### config.mk
export PLATFORM = sky130hd
export DESIGN_NAME = hcs_top
export DESIGN_NICKNAME = d
export VERILOG_FILES = /design/src/verilog/hcs_pkg.sv /design/src/verilog/hcs_sync_if.sv /design/src/verilog/hcs_sync.sv /design/src/verilog/hcs_top.sv
export SDC_FILE = /design/constraint.sdc
export NUM_CORES = 1
export LEC_CHECK = 0
export BUFFER_PORTS_ARGS = -buffer_cell sky130_fd_sc_hd__buf_2
export CORE_MARGIN = 2
export CORE_UTILIZATION = 55
export CTS_BUF_LIST = sky130_fd_sc_hd__clkbuf_8
export DETAILED_ROUTE_END_ITERATION = 8
export PLACE_DENSITY = 0.83
export SLEW_MARGIN = 15
export SYNTH_ARGS = -nofsm -noshare
export SYNTH_HDL_FRONTEND = slang
export SYNTH_SLANG_ARGS = --single-unit
export TNS_END_PERCENT = 100
### constraint.sdc
create_clock -name CLOCK -period 7.3 [get_ports CLOCK]
set_clock_uncertainty 0.1 [all_clocks]
set_input_delay 1.46 -clock CLOCK [delete_from_list [all_inputs] [get_ports CLOCK]]
set_output_delay 1.46 -clock CLOCK [all_outputs]
set_load 0.02 [all_outputs]
### src/verilog/hcs_pkg.sv
// constants, codes and the state type shared by the run-control block
package hcs_pkg;

  // ***********************************************
  // register byte addresses
  // ***********************************************
  localparam logic [31:0] ADDR_CONFIG = 32'h0000_0000;
  localparam logic [31:0] ADDR_VECTOR = 32'h0000_0004;
  localparam logic [31:0] ADDR_CONTROL = 32'h0000_0008;
  localparam logic [31:0] ADDR_STATUS = 32'h0000_000C;

  // ***********************************************
  // field positions
  // ***********************************************
  localparam int unsigned CFG_DBG_LSB = 0;    // debug-enable setting, 2 bits
  localparam int unsigned CFG_FT_BIT = 2;     // fault_tolerance_setting
  localparam int unsigned CFG_AIRQ_BIT = 3;   // async_irq_setting
  localparam int unsigned CFG_AWAKE_LSB = 4;  // async_wake_setting, 2 bits
  localparam int unsigned CTL_WAKE_BIT = 0;   // debugger asks for wake-up
  localparam int unsigned CTL_CONT_BIT = 1;   // debugger asks to continue from pause
  localparam int unsigned CTL_HALT_BIT = 2;   // debugger halts the pipeline
  localparam int unsigned CTL_RESUME_BIT = 3; // debugger resumes execution
  localparam int unsigned STA_STATE_LSB = 0;  // 3 bits
  localparam int unsigned STA_MODE_LSB = 4;   // 2 bits
  localparam int unsigned STA_KIND_LSB = 6;   // 2 bits
  localparam int unsigned STA_HALT_BIT = 8;
  localparam int unsigned STA_PACK_BIT = 9;
  localparam int unsigned STA_FAULT_BIT = 10;
  localparam int unsigned STA_NSEC_LSB = 12;  // 4 bits
  localparam int unsigned STA_DWAKE_BIT = 16;
  localparam int unsigned STA_DCONT_BIT = 17;

  // ***********************************************
  // reset values and codes
  // ***********************************************
  localparam logic [1:0] DBG_EN_RST = 2'h0;
  localparam logic [31:0] VECTOR_RST = 32'h0000_0000;
  localparam logic [1:0] DBG_OFF = 2'h0;
  localparam logic [1:0] DBG_EXTENDED = 2'h2;
  localparam logic [1:0] MODE_NORMAL = 2'h0;
  localparam logic [1:0] MODE_SLEEP = 2'h1;
  localparam logic [1:0] MODE_HALT = 2'h2;
  localparam logic [1:0] KIND_NONE = 2'h0;
  localparam logic [1:0] KIND_SLEEP = 2'h1;
  localparam logic [1:0] KIND_HIBERNATE = 2'h2;
  localparam logic [1:0] KIND_SUSPEND = 2'h3;
  localparam logic [1:0] RESP_OKAY = 2'h0;
  localparam logic [1:0] RESP_SLVERR = 2'h2;

  typedef enum logic [2:0] {
    ST_HOLD = 3'b000,
    ST_RUN = 3'b001,
    ST_DRAIN = 3'b010,
    ST_SLEEP = 3'b011,
    ST_DHALT = 3'b100,
    ST_PDRAIN = 3'b101,
    ST_PAUSED = 3'b110,
    ST_FAULT = 3'b111
  } hcs_state_t;

endpackage : hcs_pkg

### src/verilog/hcs_sync_if.sv
// bundle between the run-control top and its input synchroniser
`timescale 1ns/1ns
interface hcs_sync_if #(parameter int W = 1) ();
  logic [W-1:0] raw;
  logic [W-1:0] async_en;
  logic [W-1:0] q;
  modport sink (input raw, input async_en, output q);
  modport src (output raw, output async_en, input q);
endinterface : hcs_sync_if

### src/verilog/hcs_sync.sv
// two-flop synchroniser with a per-bit bypass for inputs already on the clock
`timescale 1ns/1ns
module hcs_sync #(
  parameter int W = 1
) (
  input wire logic clk,
  input wire logic rst_n,
  hcs_sync_if.sink port
);

  typedef struct packed {
    logic [W-1:0] meta;
    logic [W-1:0] stable;
  } hcs_sync_state_t;

  hcs_sync_state_t r;
  hcs_sync_state_t next_r;

  // ***********************************************
  // flop chain
  // ***********************************************
  // meta feeds stable and nothing else
  always_comb begin
    next_r = r;
    next_r.meta = port.raw;
    next_r.stable = r.meta;
  end

  always_ff @(posedge clk or negedge rst_n) begin
    if (!rst_n) begin
      r <= '0;
    end else begin
      r <= next_r;
    end
  end

  // bypassed bits are treated as synchronous and skip the two-cycle delay
  assign port.q = (r.stable & port.async_en) | (port.raw & ~port.async_en);

endmodule : hcs_sync

### src/verilog/hcs_top.sv
// run control of the core: reset modes, sleep, pause, debug halt, register slave
//
// Implementation choices: the AXI4-Lite slave port and the register offsets.
`timescale 1ns/1ns
module hcs_top (
  input wire logic CLOCK,
  input wire logic RESET_N,
  input wire logic [31:0] S_AXI_AWADDR,
  input wire logic S_AXI_AWVALID,
  output logic S_AXI_AWREADY,
  input wire logic [31:0] S_AXI_WDATA,
  input wire logic [3:0] S_AXI_WSTRB,
  input wire logic S_AXI_WVALID,
  output logic S_AXI_WREADY,
  output logic [1:0] S_AXI_BRESP,
  output logic S_AXI_BVALID,
  input wire logic S_AXI_BREADY,
  input wire logic [31:0] S_AXI_ARADDR,
  input wire logic S_AXI_ARVALID,
  output logic S_AXI_ARREADY,
  output logic [31:0] S_AXI_RDATA,
  output logic [1:0] S_AXI_RRESP,
  output logic S_AXI_RVALID,
  input wire logic S_AXI_RREADY,
  input wire logic CORE_RESET,
  input wire logic [1:0] RESET_MODE,
  input wire logic [1:0] WAKEUP,
  input wire logic IRQ_IN,
  input wire logic DEBUG_UPDATE,
  input wire logic DEBUG_STOP,
  input wire logic PAUSE,
  input wire logic [3:0] NONSECURE,
  input wire logic SLEEP_VALID,
  input wire logic [1:0] SLEEP_KIND,
  input wire logic BUS_IDLE,
  input wire logic PERF_OVERFLOW,
  input wire logic MISSED_EXCEPTION,
  output logic CORE_RUN,
  output logic START_AT_VECTOR,
  output logic [31:0] RESET_VECTOR,
  output logic SLEEP,
  output logic HIBERNATE,
  output logic SUSPEND,
  output logic CORE_STOPPED_FLAG,
  output logic PAUSE_ACK,
  output logic DEBUG_WAKE_REQ,
  output logic DEBUG_CONTINUE_REQ,
  output logic DEBUG_IRQ,
  output logic FAULT_HALT,
  output logic [3:0] NONSECURE_OUT,
  output logic IRQ_CORE
);

  // ***********************************************
  // state
  // ***********************************************
  typedef struct packed {
    hcs_pkg::hcs_state_t state;
    logic [1:0] mode;
    logic [1:0] kind;
    logic from_reset;
    logic start_pulse;
    logic stop_prev;
    logic upd_prev;
    logic dwake_pend;
    logic dwake;
    logic dcont;
    logic dbg_irq;
    logic [3:0] nonsec;
    logic [1:0] dbg_en;
    logic ft;
    logic airq;
    logic [1:0] awake;
    logic [31:0] vector;
    logic aw_hold;
    logic [31:0] awaddr;
    logic w_hold;
    logic [31:0] wdata;
    logic [3:0] wstrb;
    logic bvalid;
    logic [1:0] bresp;
    logic rvalid;
    logic [31:0] rdata;
    logic [1:0] rresp;
  } hcs_top_state_t;

  hcs_top_state_t r;
  hcs_top_state_t next_r;
  logic rst_meta;
  logic rst_n;
  logic stop_edge;
  logic upd_edge;
  logic halt_cmd;
  logic resume_cmd;
  logic wake_cmd;
  logic cont_cmd;
  logic [31:0] status;
  logic [31:0] config_word;

  // ***********************************************
  // reset release
  // ***********************************************
  // assertion is immediate, release is aligned to the clock
  always_ff @(posedge CLOCK or negedge RESET_N) begin
    if (!RESET_N) begin
      rst_meta <= 1'b0;
      rst_n <= 1'b0;
    end else begin
      rst_meta <= 1'b1;
      rst_n <= rst_meta;
    end
  end

  // ***********************************************
  // input synchronisers
  // ***********************************************
  hcs_sync_if #(.W(3)) crst_if ();
  hcs_sync_if #(.W(2)) wake_if ();
  hcs_sync_if #(.W(1)) irq_if ();
  hcs_sync_if #(.W(1)) upd_if ();

  // core reset and its mode straps always come through two flops
  assign crst_if.raw = {RESET_MODE, CORE_RESET};
  assign crst_if.async_en = 3'h7;
  assign wake_if.raw = WAKEUP;
  assign wake_if.async_en = r.awake;
  assign irq_if.raw = IRQ_IN;
  assign irq_if.async_en = r.airq;
  assign upd_if.raw = DEBUG_UPDATE;
  assign upd_if.async_en = 1'h1;

  hcs_sync #(.W(3)) u_crst_sync (.clk(CLOCK), .rst_n(rst_n), .port(crst_if.sink));
  hcs_sync #(.W(2)) u_wake_sync (.clk(CLOCK), .rst_n(rst_n), .port(wake_if.sink));
  hcs_sync #(.W(1)) u_irq_sync (.clk(CLOCK), .rst_n(rst_n), .port(irq_if.sink));
  hcs_sync #(.W(1)) u_upd_sync (.clk(CLOCK), .rst_n(rst_n), .port(upd_if.sink));

  // ***********************************************
  // read views
  // ***********************************************
  always_comb begin
    config_word = '0;
    config_word[hcs_pkg::CFG_DBG_LSB +: 2] = r.dbg_en;
    config_word[hcs_pkg::CFG_FT_BIT] = r.ft;
    config_word[hcs_pkg::CFG_AIRQ_BIT] = r.airq;
    config_word[hcs_pkg::CFG_AWAKE_LSB +: 2] = r.awake;
    status = '0;
    status[hcs_pkg::STA_STATE_LSB +: 3] = r.state;
    status[hcs_pkg::STA_MODE_LSB +: 2] = r.mode;
    status[hcs_pkg::STA_KIND_LSB +: 2] = r.kind;
    status[hcs_pkg::STA_HALT_BIT] = CORE_STOPPED_FLAG;
    status[hcs_pkg::STA_PACK_BIT] = PAUSE_ACK;
    status[hcs_pkg::STA_FAULT_BIT] = FAULT_HALT;
    status[hcs_pkg::STA_NSEC_LSB +: 4] = r.nonsec;
    status[hcs_pkg::STA_DWAKE_BIT] = r.dwake;
    status[hcs_pkg::STA_DCONT_BIT] = r.dcont;
  end

  // ***********************************************
  // next-state logic
  // ***********************************************
  always_comb begin
    next_r = r;
    next_r.start_pulse = 1'b0;
    next_r.stop_prev = DEBUG_STOP;
    next_r.upd_prev = upd_if.q;
    next_r.nonsec = NONSECURE;
    halt_cmd = 1'b0;
    resume_cmd = 1'b0;
    wake_cmd = 1'b0;
    cont_cmd = 1'b0;
    // stop only counts on its rising edge and with debug present
    stop_edge = DEBUG_STOP & ~r.stop_prev & (r.dbg_en != hcs_pkg::DBG_OFF);
    upd_edge = upd_if.q & ~r.upd_prev;
    // overflow only reaches the debug interrupt in extended debug
    next_r.dbg_irq = PERF_OVERFLOW & (r.dbg_en == hcs_pkg::DBG_EXTENDED);

    // write channel: address and data are held until both have arrived
    if (S_AXI_AWVALID && S_AXI_AWREADY) begin
      next_r.aw_hold = 1'b1;
      next_r.awaddr = S_AXI_AWADDR;
    end
    if (S_AXI_WVALID && S_AXI_WREADY) begin
      next_r.w_hold = 1'b1;
      next_r.wdata = S_AXI_WDATA;
      next_r.wstrb = S_AXI_WSTRB;
    end
    if (r.bvalid && S_AXI_BREADY) begin
      next_r.bvalid = 1'b0;
    end
    if (r.aw_hold && r.w_hold && !r.bvalid) begin
      next_r.aw_hold = 1'b0;
      next_r.w_hold = 1'b0;
      next_r.bvalid = 1'b1;
      next_r.bresp = hcs_pkg::RESP_OKAY;
      case (r.awaddr)
        hcs_pkg::ADDR_CONFIG: begin
          if (r.wstrb[0]) begin
            next_r.dbg_en = r.wdata[hcs_pkg::CFG_DBG_LSB +: 2];
            next_r.ft = r.wdata[hcs_pkg::CFG_FT_BIT];
            next_r.airq = r.wdata[hcs_pkg::CFG_AIRQ_BIT];
            next_r.awake = r.wdata[hcs_pkg::CFG_AWAKE_LSB +: 2];
          end
        end
        hcs_pkg::ADDR_VECTOR: begin
          for (int i = 0; i < 4; i++) begin
            if (r.wstrb[i]) begin
              next_r.vector[8*i +: 8] = r.wdata[8*i +: 8];
            end
          end
        end
        hcs_pkg::ADDR_CONTROL: begin
          // command bits are one-shot; they are never stored
          if (r.wstrb[0]) begin
            wake_cmd = r.wdata[hcs_pkg::CTL_WAKE_BIT];
            cont_cmd = r.wdata[hcs_pkg::CTL_CONT_BIT];
            halt_cmd = r.wdata[hcs_pkg::CTL_HALT_BIT];
            resume_cmd = r.wdata[hcs_pkg::CTL_RESUME_BIT];
          end
        end
        hcs_pkg::ADDR_STATUS: begin
          next_r.bresp = hcs_pkg::RESP_OKAY; // read-only, write dropped
        end
        default: begin
          next_r.bresp = hcs_pkg::RESP_SLVERR;
        end
      endcase
    end

    // read channel: one read in flight, answered the cycle after address
    if (r.rvalid && S_AXI_RREADY) begin
      next_r.rvalid = 1'b0;
    end
    if (S_AXI_ARVALID && S_AXI_ARREADY) begin
      next_r.rvalid = 1'b1;
      next_r.rresp = hcs_pkg::RESP_OKAY;
      case (S_AXI_ARADDR)
        hcs_pkg::ADDR_CONFIG: next_r.rdata = config_word;
        hcs_pkg::ADDR_VECTOR: next_r.rdata = r.vector;
        hcs_pkg::ADDR_CONTROL: next_r.rdata = '0;
        hcs_pkg::ADDR_STATUS: next_r.rdata = status;
        default: begin
          next_r.rdata = '0;
          next_r.rresp = hcs_pkg::RESP_SLVERR;
        end
      endcase
    end

    // run control; core reset overrides every state
    if (crst_if.q[0]) begin
      next_r.state = hcs_pkg::ST_HOLD;
      next_r.mode = crst_if.q[2:1];
      next_r.kind = hcs_pkg::KIND_NONE;
      next_r.from_reset = 1'b1;
      next_r.dwake_pend = 1'b0;
      next_r.dwake = 1'b0;
      next_r.dcont = 1'b0;
    end else begin
      case (r.state)
        hcs_pkg::ST_HOLD: begin
          // mode applied at release; no bus access before leaving here
          if (r.mode == hcs_pkg::MODE_SLEEP) begin
            next_r.state = hcs_pkg::ST_SLEEP;
            next_r.kind = hcs_pkg::KIND_SLEEP;
          end else if (r.mode == hcs_pkg::MODE_HALT &&
                       r.dbg_en != hcs_pkg::DBG_OFF) begin
            next_r.state = hcs_pkg::ST_DHALT;
          end else begin
            // normal start, also mode 10 without debug and reserved 11
            next_r.state = hcs_pkg::ST_RUN;
            next_r.start_pulse = 1'b1;
            next_r.from_reset = 1'b0;
          end
        end
        hcs_pkg::ST_RUN: begin
          // fault beats debug, debug beats sleep, sleep beats pause
          if (MISSED_EXCEPTION && r.ft) begin
            next_r.state = hcs_pkg::ST_FAULT;
          end else if (halt_cmd || stop_edge) begin
            next_r.state = hcs_pkg::ST_DHALT;
          end else if (SLEEP_VALID && SLEEP_KIND != hcs_pkg::KIND_NONE) begin
            next_r.state = hcs_pkg::ST_DRAIN;
            next_r.kind = SLEEP_KIND;
          end else if (PAUSE) begin
            next_r.state = hcs_pkg::ST_PDRAIN;
          end
        end
        hcs_pkg::ST_DRAIN: begin
          // sleep outputs wait for the last external access to finish
          if (halt_cmd || stop_edge) begin
            next_r.state = hcs_pkg::ST_DHALT;
            next_r.kind = hcs_pkg::KIND_NONE;
          end else if (BUS_IDLE) begin
            next_r.state = hcs_pkg::ST_SLEEP;
          end
        end
        hcs_pkg::ST_SLEEP: begin
          // debugger wake request is only raised on an update edge; a wake clears it at once
          if (wake_cmd) begin
            next_r.dwake_pend = 1'b1;
          end
          if (upd_edge) begin
            next_r.dwake = r.dwake_pend | wake_cmd;
          end
          if (|wake_if.q) begin
            next_r.state = hcs_pkg::ST_RUN;
            next_r.kind = hcs_pkg::KIND_NONE;
            next_r.start_pulse = r.from_reset;
            next_r.from_reset = 1'b0;
            next_r.dwake_pend = 1'b0;
            next_r.dwake = 1'b0;
          end
        end
        hcs_pkg::ST_DHALT: begin
          if (resume_cmd) begin
            next_r.state = hcs_pkg::ST_RUN;
            next_r.start_pulse = r.from_reset;
            next_r.from_reset = 1'b0;
          end
        end
        hcs_pkg::ST_PDRAIN: begin
          if (halt_cmd || stop_edge) begin
            next_r.state = hcs_pkg::ST_DHALT;
          end else if (!PAUSE) begin
            next_r.state = hcs_pkg::ST_RUN;
          end else if (BUS_IDLE) begin
            next_r.state = hcs_pkg::ST_PAUSED;
          end
        end
        hcs_pkg::ST_PAUSED: begin
          if (!PAUSE) begin
            next_r.state = hcs_pkg::ST_RUN;
            next_r.dcont = 1'b0;
          end else if (cont_cmd) begin
            next_r.dcont = 1'b1;
          end
        end
        hcs_pkg::ST_FAULT: begin
          next_r.state = hcs_pkg::ST_FAULT; // left only by core reset
        end
        default: begin
          next_r.state = hcs_pkg::ST_HOLD;
        end
      endcase
    end
  end

  // ***********************************************
  // state register
  // ***********************************************
  always_ff @(posedge CLOCK or negedge rst_n) begin
    if (!rst_n) begin
      r <= '0;
      r.state <= hcs_pkg::ST_HOLD;
      r.dbg_en <= hcs_pkg::DBG_EN_RST;
      r.vector <= hcs_pkg::VECTOR_RST;
      r.from_reset <= 1'b1;
    end else begin
      r <= next_r;
    end
  end

  // ***********************************************
  // outputs
  // ***********************************************
  // bus handshakes are combinational from the hold and valid flags
  assign S_AXI_AWREADY = ~r.aw_hold;
  assign S_AXI_WREADY = ~r.w_hold;
  assign S_AXI_BVALID = r.bvalid;
  assign S_AXI_BRESP = r.bresp;
  assign S_AXI_ARREADY = ~r.rvalid;
  assign S_AXI_RVALID = r.rvalid;
  assign S_AXI_RDATA = r.rdata;
  assign S_AXI_RRESP = r.rresp;

  // status pins decode the state flops directly, except IRQ_CORE, which comes from the interrupt synchroniser
  assign CORE_RUN = (r.state == hcs_pkg::ST_RUN);
  assign START_AT_VECTOR = r.start_pulse;
  assign RESET_VECTOR = r.vector;
  assign SLEEP = (r.state == hcs_pkg::ST_SLEEP) && (r.kind == hcs_pkg::KIND_SLEEP);
  assign HIBERNATE = (r.state == hcs_pkg::ST_SLEEP) &&
                     (r.kind == hcs_pkg::KIND_HIBERNATE);
  assign SUSPEND = (r.state == hcs_pkg::ST_SLEEP) && (r.kind == hcs_pkg::KIND_SUSPEND);
  assign CORE_STOPPED_FLAG = (r.state == hcs_pkg::ST_DHALT);
  assign PAUSE_ACK = (r.state == hcs_pkg::ST_PAUSED);
  assign DEBUG_WAKE_REQ = r.dwake;
  assign DEBUG_CONTINUE_REQ = r.dcont;
  assign DEBUG_IRQ = r.dbg_irq;
  assign FAULT_HALT = (r.state == hcs_pkg::ST_FAULT);
  assign NONSECURE_OUT = r.nonsec;
  assign IRQ_CORE = irq_if.q;

endmodule : hcs_top

==> out/results.md <==
| Quantity | Value |
|---|---|
| Status | finished, final reports clean |
| Portion of total power attributed to sequential cells | 53.0% |
| Share of the synthesized area in the top cell type | 54.8% |
| Post-DRT Antenna Nets | 0 |
| Number of synthesized flops with an enable pin | 0 |
| Biggest fanout along the worst timing path | 14 |
| DRT iter0 DRCs | 274 |
| Via count of the first global-routing pass | 5363 |
| Power share of the clock group | 25.7% |
| Placed cell count | 954 |
| Fraction of layout cells with a size suffix above 1 | 47.7% |
| Area of the die | 0.0158 mm2 |
| Cell area after technology mapping | 0.00813 mm2 |
| Buffers inserted during post-CTS setup optimization | 0 |
| Combinational group share of total power | 21.3% |
| Count of vias placed by the detailed router | 5288 |
| CTS Sinks | 179 |
| Initial core utilization | 56.2% |
| Fin. Hold Viols | 0 |
| Final Hold Slack | 239 ps |
| Global-route wire length before repair | 28.1 mm |
| Skew-Pair Late Insertion Delay | 450 ps |
| CP Data Arrival Time | 2360 ps |
| Peak Freq | 255 MHz |
| Total number of yosys warnings | 0 |
| Ratio of final minimum period to clock period | 53.7% |
| Register area share after synthesis | 55.1% |
| Filler cell count in the final layout | 1110 |
| Worst ir drop on vdd | 0.208 mV |
| Count of placed standard cells in the final layout, fillers left out | 988 |
| Setup_tns | 0 ps |
| Power density over the cells | 287 mW/mm2 |
| Dpl hpwl | 13.0 mm |
| Antenna violations before repair | 0 |
| Post-synthesis area per instance | 12.5 um2 |
| Syn-to-layout area delta | 13.8% |
| Cell-internal power | 1870 uW |
| Depth of the CTS H-tree | 4 |
| Biggest area consumer among synthesized cells | dfrtp_1 |
| Nature of the critical path startpoint | flip-flop |
| Routed wire length per instance | 17.6 um |
| Share of the core filled with cells in the final layout | 64.0% |
| Routed vias/inst | 5.35 |
| Count of cells resized by post-cts repair | 0 |
| Total gr overflow | 0 |
| Die Width | 126 um |
| Final slew viol count | 0 |
| Number of storage elements in the synthesis netlist | 179 |
| Number of instances in the synthesized netlist | 652 |
| Crit path largest cell delay | 730 ps |
| Switching share of power | 29.8% |
| Worst min-delay path class | reg2async |
| Pin slew with the least headroom to its limit | 1060 ps |
| Count of final setup violators | 0 |
| Placer Congestion | 0.917 |
| Switch Pwr | 793 uW |
| Floorplan core area | 0.0145 mm2 |
| Kind of critical path | reg2out |
| Routed wire length | 17.4 mm |
| Max-cap violations | 0 |
| Largest net degree at the start of global routing | 80 |
| Min Tclk post-route | 3920 ps |
| Ordered list of cells on the worst path | inv_1 -> nor3_1 -> buf_2 |
| Total placed instance area | 0.00882 mm2 |
| Top-count cell post-synth | dfrtp_1 |
| Proportion of synthesized flip-flops having asynchronous set or reset | 100% |
| Cts bufs inserted | 17 |
| Biggest area contributors in the synthesized netlist | dfrtp_1 (55%), mux2_2 (11%), buf_4 (6.6%), mux2_4 (5.9%), nand2_1 (2.9%) |
| Initial DRT Pass Iterations | 4 |
| Number of cell instances on the worst register-to-register path | 6 |
| Hold-fix buffers, CTS | 0 |
| Required time of the critical path | 5740 ps |
| GR Util All Layers | 22.9% |
| Post-route DRC violation count | 0 |
| Top flip-flop cell by instance count after synthesis | dfrtp_1 |
| I/O pin cnt | 215 |
| Floorplan row count | 44 |
| Headroom to the max-slew limit | 28.8% |
| Standby leakage power | 0.00457 uW |
| Unrepaired setup endpoints after global routing | no |
| Total non-filler cell area in the finished layout | 0.00926 mm2 |
| TritonCTS clock tree | yes |
| Worst-case clock buffer depth | 2 |
| Capturing element type of the critical path | primary output |
| Most numerous cell types in the synthesized netlist | dfrtp_1 (178), mux2_2 (77), buf_4 (72), nand2_1 (63), mux2_4 (32) |
| Cell at the root of the clock tree | clkbuf_8 |
| Number of distinct library cells after synthesis | 59 |
| Layout Nets | 916 |
| CP max-delay cell | nor3_1 |
| Number of buffers added on ports | 212 |
| Die height | 126 um |
| CTS clk-pin slew, worst paths | 90 ps |
[placed cells by master, fill, tap and decap left out, types with 3 or more instances in the layout]
cell / instances
o211ai_1: 3
nor2_1: 21
nor3_1: 4
mux2i_1: 18
nand3_1: 5
buf_4: 4
o21ai_0: 30
inv_6: 3
clkbuf_8: 21
inv_1: 11
nor2b_1: 3
o21ai_1: 4
o311a_2: 3
nor3b_1: 3
nor4_1: 12
and2_1: 3
nand2_8: 4
mux2_2: 77
dfrtp_1: 177
a211oi_1: 3
conb_1: 3
clkinvlp_4: 4
buf_2: 212
nand2_1: 62
nand2b_1: 3
mux2_4: 32
o31ai_1: 12
a21oi_1: 12
nand4_1: 5
nor4_2: 6
[registers in the layout, summed over array words and instances (netlist names), 2 cells and up]
register,flops
wake_if.async_en,2
r,81
config_word,3
RESET_VECTOR,32
u_wake_sync.r,2
u_crst_sync.r,3
u_crst_sync.next_r,3
S_AXI_RDATA,32
NONSECURE_OUT,4
u_wake_sync.next_r,2
[critical path, delay by kind of cell, from the launching register on]
family,cells,cell delay [ps]
flip-flops,1,640
buffers and inverters,2,540
AND/OR/NAND/NOR,1,730
[power by group through the flow]
stage | Combinational, uW | Sequential (uW) | Clock, uW
global placement | 541 | 1420 | 0
CTS | 566 | 1410 | 705
finish | 566 | 1410 | 684
floorplan | 440 | 1380 | 0
global route | 625 | 1450 | 750
detailed placement | 563 | 1430 | 0
[layout make-up]
type / instances / area, um2 / area share [%]
repair buffers: 217 / 1110 / 12.0
inverters: 10 / 37.5 / 0.405
well taps: 184 / 230 / 2.49
diodes: 1 / 2.50 / 0.0270
clock buffers: 21 / 289 / 3.12
multi-input cells: 365 / 2980 / 32.2
flip-flops and latches: 179 / 4480 / 48.4
clock inverters: 11 / 125 / 1.35
[logic make-up after synthesis]
kind of cell    count (synthesis)  synth area share (%)
compound gates                 84                  6.65
buf+inv                       109                  8.48
flops                         179                  55.1
mux                           127                  18.8
other cells                     2                0.0923
simple gates                  151                  10.9
[final timing paths]
kind / to / from / slack (ps)
max: CORE_STOPPED_FLAG / r[164] / 3380
min: r[101] / rst_n / 240
max reg2reg: RESET_VECTOR[8] / r[93] / 4250
min reg2reg: r[101] / rst_n / 240
max in group asynchronous: S_AXI_RDATA[17] / rst_n / 5470
min in group CLOCK: u_crst_sync.r[2] / u_crst_sync.next_r[2] / 250
[through the flow]
stage	total power (uW)	worst slack, ps
finish	2660	3380
floorplan	1820	1840
CTS	2680	3380
global placement	1960	3200
global route	2820	3270
detailed placement	1990	3200
[routing by layer]
layer	track usage [%]	vias up	share of wire [%]
met1	29.0	2594	42
met5	0	-	0
met2	39.0	188	51
li1	-	2493	-
met3	6.03	13	6.5
met4	6.73	0	0.99
No activity file was read; power rests on OpenSTA's default activity.
